### src/pkg/step_pkg.sv
package step_pkg;

  // ---------------------------------------------------------------
  // Timing
  // ---------------------------------------------------------------
  localparam int CLK_PERIOD_NS = 10;
  localparam int UNIT_NS       = 1000;
  localparam int UNIT_CYC      = (UNIT_NS + CLK_PERIOD_NS - 1) / CLK_PERIOD_NS;

  // ---------------------------------------------------------------
  // Word layout
  // ---------------------------------------------------------------
  localparam int         WORD_W      = 16;
  localparam int         SEL_LSB     = 13;
  localparam int         FIELD_W     = 13;
  localparam logic [2:0] SEL_PROFILE = 3'h3;
  localparam logic [2:0] SEL_PERIOD  = 3'h4;
  localparam logic [2:0] SEL_COUNT   = 3'h5;
  localparam int         MULT_LSB    = 0;
  localparam int         DIV_LSB     = 2;
  localparam int         TBL_LSB     = 5;
  localparam int         TIME_LSB    = 7;
  localparam int         DEC_EN_BIT  = 9;
  localparam int         ACC_EN_BIT  = 10;

  // ---------------------------------------------------------------
  // Reset values
  // ---------------------------------------------------------------
  localparam logic [12:0] PROFILE_RST = 13'h0000;
  localparam logic [12:0] PERIOD_RST  = 13'h0000;
  localparam logic [12:0] COUNT_RST   = 13'h0000;

  // ---------------------------------------------------------------
  // Ramp tables
  // ---------------------------------------------------------------
  localparam int         STEPS     = 15;
  localparam logic [3:0] LAST_STEP = 4'he;
  localparam logic [8:0] RAMP_BASE = 9'h05e;
  localparam logic [6:0] WEIGHT [STEPS] = '{7'h78, 7'h38, 7'h23, 7'h18, 7'h12, 7'h0d, 7'h0a, 7'h08,
                                            7'h07, 7'h06, 7'h05, 7'h04, 7'h03, 7'h02, 7'h01};
  // Row index is the select code; code 00 reuses the fourth row
  localparam logic [4:0] STEP_TBL [4][STEPS] = '{
    '{5'h01, 5'h03, 5'h03, 5'h04, 5'h03, 5'h04, 5'h03, 5'h03, 5'h03, 5'h03, 5'h05, 5'h09, 5'h0d, 5'h0f, 5'h16},
    '{5'h02, 5'h05, 5'h02, 5'h01, 5'h01, 5'h01, 5'h01, 5'h01, 5'h01, 5'h01, 5'h02, 5'h03, 5'h0b, 5'h1f, 5'h1f},
    '{5'h01, 5'h04, 5'h04, 5'h03, 5'h02, 5'h02, 5'h02, 5'h02, 5'h02, 5'h02, 5'h04, 5'h06, 5'h0c, 5'h11, 5'h1f},
    '{5'h01, 5'h03, 5'h03, 5'h04, 5'h03, 5'h04, 5'h03, 5'h03, 5'h03, 5'h03, 5'h05, 5'h09, 5'h0d, 5'h0f, 5'h16}};

  typedef enum logic [1:0] {PH_IDLE, PH_ACCEL, PH_CRUISE, PH_DECEL} phase_e;

endpackage

### src/pkg/word_if.sv
`timescale 1ns/1ps
interface word_if;
  logic [15:0] word;
  logic        valid;
  modport rx   (output word, output valid);
  modport core (input word, input valid);
endinterface

### src/hdl/serial_word_rx.sv
`timescale 1ns/1ps
module serial_word_rx (
  input  wire logic i_core_clk,
  input  wire logic i_rstn,
  input  wire logic i_sclk,
  input  wire logic i_sdata,
  input  wire logic i_latch,
  word_if.rx        wbus
);

  // ---------------------------------------------------------------
  // Pin synchronisers
  // ---------------------------------------------------------------
  logic [2:0]  s1_reg;
  logic [2:0]  s2_reg;
  logic        sclk_d_reg;
  logic        latch_d_reg;
  logic [15:0] shift_reg;
  logic [15:0] word_reg;
  logic        valid_reg;

  wire sclk_rise  = s2_reg[0] & ~sclk_d_reg;
  wire latch_rise = s2_reg[2] & ~latch_d_reg;

  always_ff @(posedge i_core_clk or negedge i_rstn) begin
    if (!i_rstn) begin
      s1_reg      <= 3'h0;
      s2_reg      <= 3'h0;
      sclk_d_reg  <= 1'b0;
      latch_d_reg <= 1'b0;
    end else begin
      s1_reg      <= {i_latch, i_sdata, i_sclk};
      s2_reg      <= s1_reg;
      sclk_d_reg  <= s2_reg[0];
      latch_d_reg <= s2_reg[2];
    end
  end

  // ---------------------------------------------------------------
  // Shift and commit
  // ---------------------------------------------------------------
  // Data and clock share the same sync depth, so sampling stays aligned
  always_ff @(posedge i_core_clk or negedge i_rstn) begin
    if (!i_rstn) begin
      shift_reg <= 16'h0000;
      word_reg  <= 16'h0000;
      valid_reg <= 1'b0;
    end else begin
      if (sclk_rise) begin
        shift_reg <= {s2_reg[1], shift_reg[15:1]};
      end
      valid_reg <= latch_rise;
      if (latch_rise) begin
        word_reg <= shift_reg;
      end
    end
  end

  assign wbus.word  = word_reg;
  assign wbus.valid = valid_reg;

endmodule // serial_word_rx

### src/hdl/step_pulse_profile_generator.sv
`timescale 1ns/1ps
// Function
// - Fixed weights 120,56,35,24,18,13,10,8,7,6,5,4,3,2,1 for ramp steps one to fifteen.
// - Step period is base plus increment times weight, repeated the table's pulse count.
// - Increment is base divided by 2,4,8,16,20 or 32 from D4..D2.
// - D6..D5 select abrupt, gentle, linear or fourth pulse-count table.
// - D8..D7 scale each step's pulse count by one, two or four.
// - Da enables acceleration, D9 enables deceleration, independently.
// - Both ramps with short count: decelerate from half count, mirroring acceleration.
// - Acceleration only with short count: stop at the intermediate rate reached.
// - Deceleration only with short count: follow the curve, stop before target rate.
// - Top bits 100 load a thirteen-bit period in one-microsecond units.
// - Period zero emits no pulses and keeps drive state.
// - Top bits 101 load a thirteen-bit pulse count.
// - Count is multiplied before counting; monitor reports the multiplied count.
// - Count zero emits no pulses and holds drive state.
// - D1..D0 give multiplier one, two or four.
// - Default profile word: no ramps, multiplier one.
module step_pulse_profile_generator (
  input  wire logic        i_core_clk,
  input  wire logic        i_rstn,
  input  wire logic        i_sclk,
  input  wire logic        i_sdata,
  input  wire logic        i_latch,
  output logic             o_logic_monitor_out_a,
  output logic             o_busy,
  output logic [14:0]      o_total_pulses
);

  // ---------------------------------------------------------------
  // Helpers
  // ---------------------------------------------------------------
  function automatic logic [12:0] ref_inc(input logic [12:0] base, input logic [2:0] code);
    case (code)
      3'h1:    ref_inc = base >> 1;
      3'h3:    ref_inc = base >> 2;
      3'h5:    ref_inc = base >> 4;
      3'h6:    ref_inc = base / 13'h0014;
      3'h7:    ref_inc = base >> 5;
      default: ref_inc = base >> 3;
    endcase
  endfunction

  function automatic logic [6:0] step_full(input logic [1:0] tb, input logic [1:0] sh, input logic [3:0] ix);
    step_full = 7'(STEP_TBL_AT(tb, ix)) << sh;
  endfunction

  function automatic logic [4:0] STEP_TBL_AT(input logic [1:0] tb, input logic [3:0] ix);
    STEP_TBL_AT = step_pkg::STEP_TBL[tb][ix];
  endfunction

  // ---------------------------------------------------------------
  // Serial word port
  // ---------------------------------------------------------------
  word_if wbus ();

  serial_word_rx u_rx (
    .i_core_clk (i_core_clk),
    .i_rstn     (i_rstn),
    .i_sclk     (i_sclk),
    .i_sdata    (i_sdata),
    .i_latch    (i_latch),
    .wbus       (wbus.rx)
  );

  // ---------------------------------------------------------------
  // Configuration decode
  // ---------------------------------------------------------------
  logic [12:0]          prof_reg;
  logic [12:0]          period_reg;
  logic [12:0]          count_reg;
  logic [14:0]          total_reg;
  logic [14:0]          emitted_reg;
  step_pkg::phase_e     phase_reg;
  step_pkg::phase_e     phase_next;
  logic [3:0]           idx_reg;
  logic [3:0]           idx_next;
  logic [6:0]           inner_reg;
  logic [6:0]           inner_next;
  logic [19:0]          tmr_reg;
  logic [6:0]           pre_reg;
  logic                 pulse_reg;

  wire [2:0]  sel      = wbus.word[step_pkg::SEL_LSB +: 3];
  wire [12:0] fld      = wbus.word[step_pkg::FIELD_W-1:0];
  wire        wr_prof  = wbus.valid && (sel == step_pkg::SEL_PROFILE);
  wire        wr_per   = wbus.valid && (sel == step_pkg::SEL_PERIOD);
  wire        wr_cnt   = wbus.valid && (sel == step_pkg::SEL_COUNT);
  wire [1:0]  mcode    = prof_reg[step_pkg::MULT_LSB +: 2];
  wire [2:0]  dcode    = prof_reg[step_pkg::DIV_LSB +: 3];
  wire [1:0]  tcode    = prof_reg[step_pkg::TBL_LSB +: 2];
  wire [1:0]  scode    = prof_reg[step_pkg::TIME_LSB +: 2];
  wire        dec_en   = prof_reg[step_pkg::DEC_EN_BIT];
  wire        acc_en   = prof_reg[step_pkg::ACC_EN_BIT];
  wire [1:0]  m_sh     = (mcode == 2'h3) ? 2'h2 : ((mcode == 2'h2) ? 2'h1 : 2'h0);
  wire [1:0]  t_sh     = (scode == 2'h3) ? 2'h2 : ((scode == 2'h2) ? 2'h1 : 2'h0);
  wire [14:0] ramp_len = 15'(step_pkg::RAMP_BASE) << t_sh;
  wire [14:0] tot_new  = 15'(fld) << m_sh;
  wire        start    = wr_cnt && (fld != 13'h0000) && (period_reg != 13'h0000);

  // ---------------------------------------------------------------
  // Pulse timing
  // ---------------------------------------------------------------
  wire        ramping  = (phase_reg == step_pkg::PH_ACCEL) || (phase_reg == step_pkg::PH_DECEL);
  wire [6:0]  weight   = ramping ? step_pkg::WEIGHT[idx_reg] : 7'h00;
  wire [12:0] inc      = ref_inc(period_reg, dcode);
  wire [19:0] cur_per  = 20'(period_reg) + 20'(inc) * 20'(weight);
  wire        tick     = (pre_reg == 7'(step_pkg::UNIT_CYC - 1));
  wire        running  = (phase_reg != step_pkg::PH_IDLE);
  wire        fire     = running && tick && (period_reg != 13'h0000) && (tmr_reg + 20'h1 >= cur_per);

  // ---------------------------------------------------------------
  // Profile sequencing
  // ---------------------------------------------------------------
  wire [14:0] emit_n     = emitted_reg + 15'h1;
  wire [14:0] rem_n      = total_reg - emit_n;
  wire [6:0]  full_cur   = step_full(tcode, t_sh, idx_reg);
  wire [6:0]  full_prev  = step_full(tcode, t_sh, idx_reg - 4'h1);
  wire [6:0]  full_last  = step_full(tcode, t_sh, step_pkg::LAST_STEP);
  wire [6:0]  inner_a    = inner_reg + 7'h1;
  wire        adv        = (inner_a == full_cur);
  wire        short_both = acc_en && dec_en && (total_reg < (ramp_len << 1));
  wire        trig_pt    = short_both ? (emit_n == (total_reg >> 1)) : (rem_n == ramp_len);
  wire        trig       = dec_en && (phase_reg != step_pkg::PH_DECEL) && trig_pt;
  wire        dec_now    = !acc_en && dec_en && (tot_new <= ramp_len);

  always_comb begin
    phase_next = phase_reg;
    idx_next   = idx_reg;
    inner_next = inner_reg;
    if (start) begin
      if (acc_en) begin
        phase_next = step_pkg::PH_ACCEL;
        idx_next   = 4'h0;
        inner_next = 7'h00;
      end else if (dec_now) begin
        phase_next = step_pkg::PH_DECEL;
        idx_next   = step_pkg::LAST_STEP;
        inner_next = full_last;
      end else begin
        phase_next = step_pkg::PH_CRUISE;
      end
    end else if (fire) begin
      if (emit_n == total_reg) begin
        phase_next = step_pkg::PH_IDLE;
      end else if (trig) begin
        phase_next = step_pkg::PH_DECEL;
        if (phase_reg == step_pkg::PH_ACCEL) begin
          inner_next = inner_a;
        end else begin
          idx_next   = step_pkg::LAST_STEP;
          inner_next = full_last;
        end
      end else begin
        unique case (phase_reg)
          step_pkg::PH_ACCEL: begin
            inner_next = adv ? 7'h00 : inner_a;
            if (adv && idx_reg == step_pkg::LAST_STEP) begin
              phase_next = step_pkg::PH_CRUISE;
            end else if (adv) begin
              idx_next = idx_reg + 4'h1;
            end
          end
          step_pkg::PH_DECEL: begin
            if (inner_reg > 7'h01 || idx_reg == 4'h0) begin
              inner_next = inner_reg - 7'h1;
            end else begin
              idx_next   = idx_reg - 4'h1;
              inner_next = full_prev;
            end
          end
          step_pkg::PH_CRUISE: begin
            inner_next = inner_reg;
          end
          step_pkg::PH_IDLE: begin
            inner_next = inner_reg;
          end
        endcase
      end
    end
  end

  // ---------------------------------------------------------------
  // Registers
  // ---------------------------------------------------------------
  always_ff @(posedge i_core_clk or negedge i_rstn) begin
    if (!i_rstn) begin
      prof_reg   <= step_pkg::PROFILE_RST;
      period_reg <= step_pkg::PERIOD_RST;
      count_reg  <= step_pkg::COUNT_RST;
    end else begin
      if (wr_prof) prof_reg <= fld;
      if (wr_per)  period_reg <= fld;
      if (wr_cnt)  count_reg <= fld;
    end
  end

  always_ff @(posedge i_core_clk or negedge i_rstn) begin
    if (!i_rstn) begin
      total_reg   <= 15'h0000;
      emitted_reg <= 15'h0000;
      phase_reg   <= step_pkg::PH_IDLE;
      idx_reg     <= 4'h0;
      inner_reg   <= 7'h00;
      tmr_reg     <= 20'h00000;
      pre_reg     <= 7'h00;
      pulse_reg   <= 1'b0;
    end else begin
      phase_reg <= phase_next;
      idx_reg   <= idx_next;
      inner_reg <= inner_next;
      pulse_reg <= fire;
      pre_reg   <= (start || tick) ? 7'h00 : pre_reg + 7'h1;
      if (start) begin
        total_reg   <= tot_new;
        emitted_reg <= 15'h0000;
        tmr_reg     <= 20'h00000;
      end else begin
        if (fire) emitted_reg <= emit_n;
        if (fire) tmr_reg <= 20'h00000;
        else if (tick && running) tmr_reg <= tmr_reg + 20'h1;
      end
    end
  end

  // A zero count word leaves the last multiplied figure on the monitor bus
  assign o_logic_monitor_out_a = pulse_reg;
  assign o_busy                = running;
  assign o_total_pulses        = total_reg;
endmodule // step_pulse_profile_generator

### config.mk
export PLATFORM = sky130hd
export DESIGN_NAME = step_pulse_profile_generator
export DESIGN_NICKNAME = d
export VERILOG_FILES = /design/src/pkg/step_pkg.sv /design/src/pkg/word_if.sv /design/src/hdl/serial_word_rx.sv /design/src/hdl/step_pulse_profile_generator.sv
export SDC_FILE = /design/constraint.sdc
export NUM_CORES = 1
export LEC_CHECK = 0
export ABC_AREA = 1
export BUFFER_PORTS_ARGS = -buffer_cell sky130_fd_sc_hd__buf_2
export CAP_MARGIN = 10
export CORE_MARGIN = 4
export CORE_UTILIZATION = 62
export DETAILED_ROUTE_END_ITERATION = 6
export PLACE_DENSITY = 0.8
export SLEW_MARGIN = 30
export SYNTH_ARGS = -nofsm -noshare
export SYNTH_HDL_FRONTEND = slang
export SYNTH_SLANG_ARGS = --single-unit
### constraint.sdc
create_clock -name i_core_clk -period 25 [get_ports i_core_clk]
set_input_delay 5 -clock i_core_clk [delete_from_list [all_inputs] [get_ports i_core_clk]]
set_output_delay 5 -clock i_core_clk [all_outputs]
set_load 0.05 [all_outputs]
==> metrics.txt <==
Residual DRC=0; most common cell after layout, fill and taps aside=nand2_1; Initial Utilization=a little over three fifths; # setup viols final=0; min Tclk post-route=10.10 ns; htree depth=4; EDFF count, synth=0; # IOs=22; WP data required=25.31 ns; IO Port Bufs=21; Clk Latency, worst-skew pair=0.42 ns; NetSw=0.7465 mW; Peak supply drop=0.00008166 V; sequential share of the synthesized area=roughly 26%; DR WL/cell=16.39 microns; routability cong.=a little under 1; P per Cell Area=101.9 nW/um^2; Worst Skew=roughly 0.014 ns; first-pass GRT wire length=57710 microns; Longest Clk Path Bufs=2; vias per std cell=5.934; Synth warnings=0; share of layout cells above drive strength 1=about 6.3%; max-slew violations=0; # diodes=0; largest family of logic cells by synthesized area=simple AND/OR/NAND/NOR gates; clock power share=16.8%; DIE AREA=23780 sq um; Hold WC Path Type=flip-flop to flip-flop; mux cell area share after synthesis=0%; post-synthesis register bit count=136; outcome=finished clean; Post-CTS Resized=0; Hold Slack=0.3500 ns; Post-Synth XOR/XNOR Area=5.221%; Peak Freq=99.02 MHz; Logic pwr share=60.4%; crit-path most repeated cell=nand2_1; total grt overflow=0; most frequent cells in the layout=373 x nand2_1, 276 x inv_1, 156 x nor2_1; Seq pwr share=22.7%; Die X-Extent=about 150 microns; total global-route track usage=29.13%; Sw Share=roughly half; Slew headroom=approximately two fifths; Largest register FFs=20; Primary FF master, synth=dfrtp_1; Synth Area in Simple Gates=23.57%; vias post-DR=roughly 12k; Final Hold Vio Count=0; Syn Inst Count=1811; first-pass iteration count of the detailed router=5; largest net degree at the start of global routing=75; Leak=7.095 nW; RSZ-0062 raised after global routing=no; post-synth net total=~2k; crit-path max FO=32; hold bufs inserted after CTS=0; Slowest cell on crit path=dfrtp_1; FILL cells=around 1.8k; Synth Area in Adders=between 10% and 20%; total wire length=34200 microns; Worst-Margin Slew=0.9105 ns; drt first-iter violations=1031; vias in the first global route=around 12k; clk slew on worst S/H paths=roughly 0.060 ns; Max-Cap Viols=0; initial antenna violation count=0; nets@finish=roughly 2k; Synth Area in Compound Gates=16.05%; Netlist cell types=54; Clock Sinks=136; setup_tns=0 ns; Die Y-Extent=154.2 microns; CTS buffer count=17; crit path DAT=10.41 ns; crit-path max cell delay=~0.6 ns; Post-CTS Setup Inserts=0; ys async rst share=100.0%; Core Box Area=21020 sq um; critical path class=flip-flop to flip-flop; clk root buf=clkbuf_16; synthesis-to-finish area growth=6.439%; CP Launch Type=flip-flop; P_int=0.6909 mW; Post-DP HPWL=between 20000 and 30000 microns; TritonCTS clock tree=yes; # rows=between 50 and 60; Mapped Area=13250 sq um; fin crit share=40.40%; Post-DRT Antenna Nets=0; crit path capture type=flip-flop; synthesized area per cell=around 7.3 sq um
-- routing by layer --
| layer | wire [microns] | global-route usage, % | part of all wire (%) |
|---|---|---|---|
| met1 | 13920 | 36.64 | 41 |
| met2 | 16680 | 50.67 | 49 |
| met3 | 2376 | 5.120 | 6.9 |
| met4 | 1225 | 10.26 | 3.6 |
| met5 | 0 | 0 | 0 |
-- synth_stat cells, types with 5 or more instances --
library cell,instances,area share (%)
a211oi_1,23,1.3
a21o_1,5,0.28
a21oi_1,91,3.4
a221oi_1,8,0.53
clkbuf_1,53,1.5
clkinv_1,8,0.23
dfrtp_1,136,26
fa_1,63,9.5
ha_1,105,9.9
inv_1,276,7.8
inv_2,9,0.25
nand2_1,373,11
nand2_2,16,0.76
nand3_1,71,2.7
nand3_2,7,0.53
nand4_1,29,1.4
nor2_1,157,4.4
nor2_2,6,0.28
nor3_1,23,0.87
nor4_1,15,0.71
o2111ai_1,9,0.59
o211ai_1,10,0.57
o21ai_0,136,5.1
o21bai_1,8,0.45
o221ai_1,13,0.86
o22ai_1,20,0.94
o31ai_1,7,0.40
or2_2,6,0.28
xnor2_1,15,0.99
xor2_1,64,4.2
-- power by group through the flow --
stage | Combinational [mW] | Sequential (mW) | Clock [mW]
floorplan | 0.682 | 0.316 | 0
global placement | 0.824 | 0.324 | 0
detailed placement | 0.854 | 0.326 | 0
CTS | 0.860 | 0.324 | 0.242
global route | 0.975 | 0.333 | 0.254
finish | 0.869 | 0.327 | 0.242
-- path summary, 6_finish.rpt --
kind	start	endpoint	slack (ns)	cells past startpoint
min in group asynchronous	i_rstn	tmr_reg[14]	4.54	1
worst min-delay path	u_rx.s1_reg[0]	u_rx.s2_reg[0]	0.35	0
max in group asynchronous	i_rstn	inner_reg[6]	19.39	2
worst max-delay path	period_reg[12]	idx_reg[1]	14.90	76
worst min register to register	u_rx.s1_reg[0]	u_rx.s2_reg[0]	0.35	0
worst max register to register	period_reg[12]	idx_reg[1]	14.90	76
-- worst max-delay path, delay by kind of cell (launching register included) --
family                   cells  cell delay [ns]
AND/OR/NAND/NOR             49             4.36
adder cells (fa/ha/maj)      6             2.39
AO/OA/AOI/OAI               13             1.82
buffers and inverters        7             0.70
flip-flops                   1             0.60
XOR/XNOR                     1             0.09
-- metrics by stage --
| step | setup slack (ns) | cell area (sq um) | util, % | instances | total power [mW] |
|---|---|---|---|---|---|
| 2_1_floorplan | 16.33 | 13250 | - | 1811 | 0.9987 |
| 3_3_place_gp | 15.43 | 13530 | 64.37 | 2055 | 1.148 |
| 3_5_place_dp | 15.00 | 13540 | 64.40 | 2055 | 1.180 |
| 4_1_cts | 14.93 | 14100 | 67.09 | 2087 | 1.426 |
| 5_1_grt | 13.81 | 14110 | 67.10 | 2087 | 1.562 |
| 6_report | 14.90 | 14110 | 67.10 | 2087 | 1.437 |
-- cells by family (layout without fill, tap and decap cells) --
kind of cell / after synthesis / after routing
simple gates: 719 / 719
compound gates: 356 / 356
other cells: 2 / 2
buf+inv: 351 / 352
fa+ha+maj: 168 / 168
xor+xnor: 79 / 79
flops: 136 / 136
-- final cells by class --
type                            count  area [sq um]  area share [%]
Clock inverter                     12         118.9          0.8426
Sequential cell                   136          3403           24.13
Tap cell                          275         344.1           2.439
Inverter                          293          1100           7.797
Clock buffer                       20         446.7           3.167
Timing Repair Buffer               27         160.2           1.135
Multi-Input combinational cell   1324          8533           60.49
No activity file was read; power rests on OpenSTA's default activity.
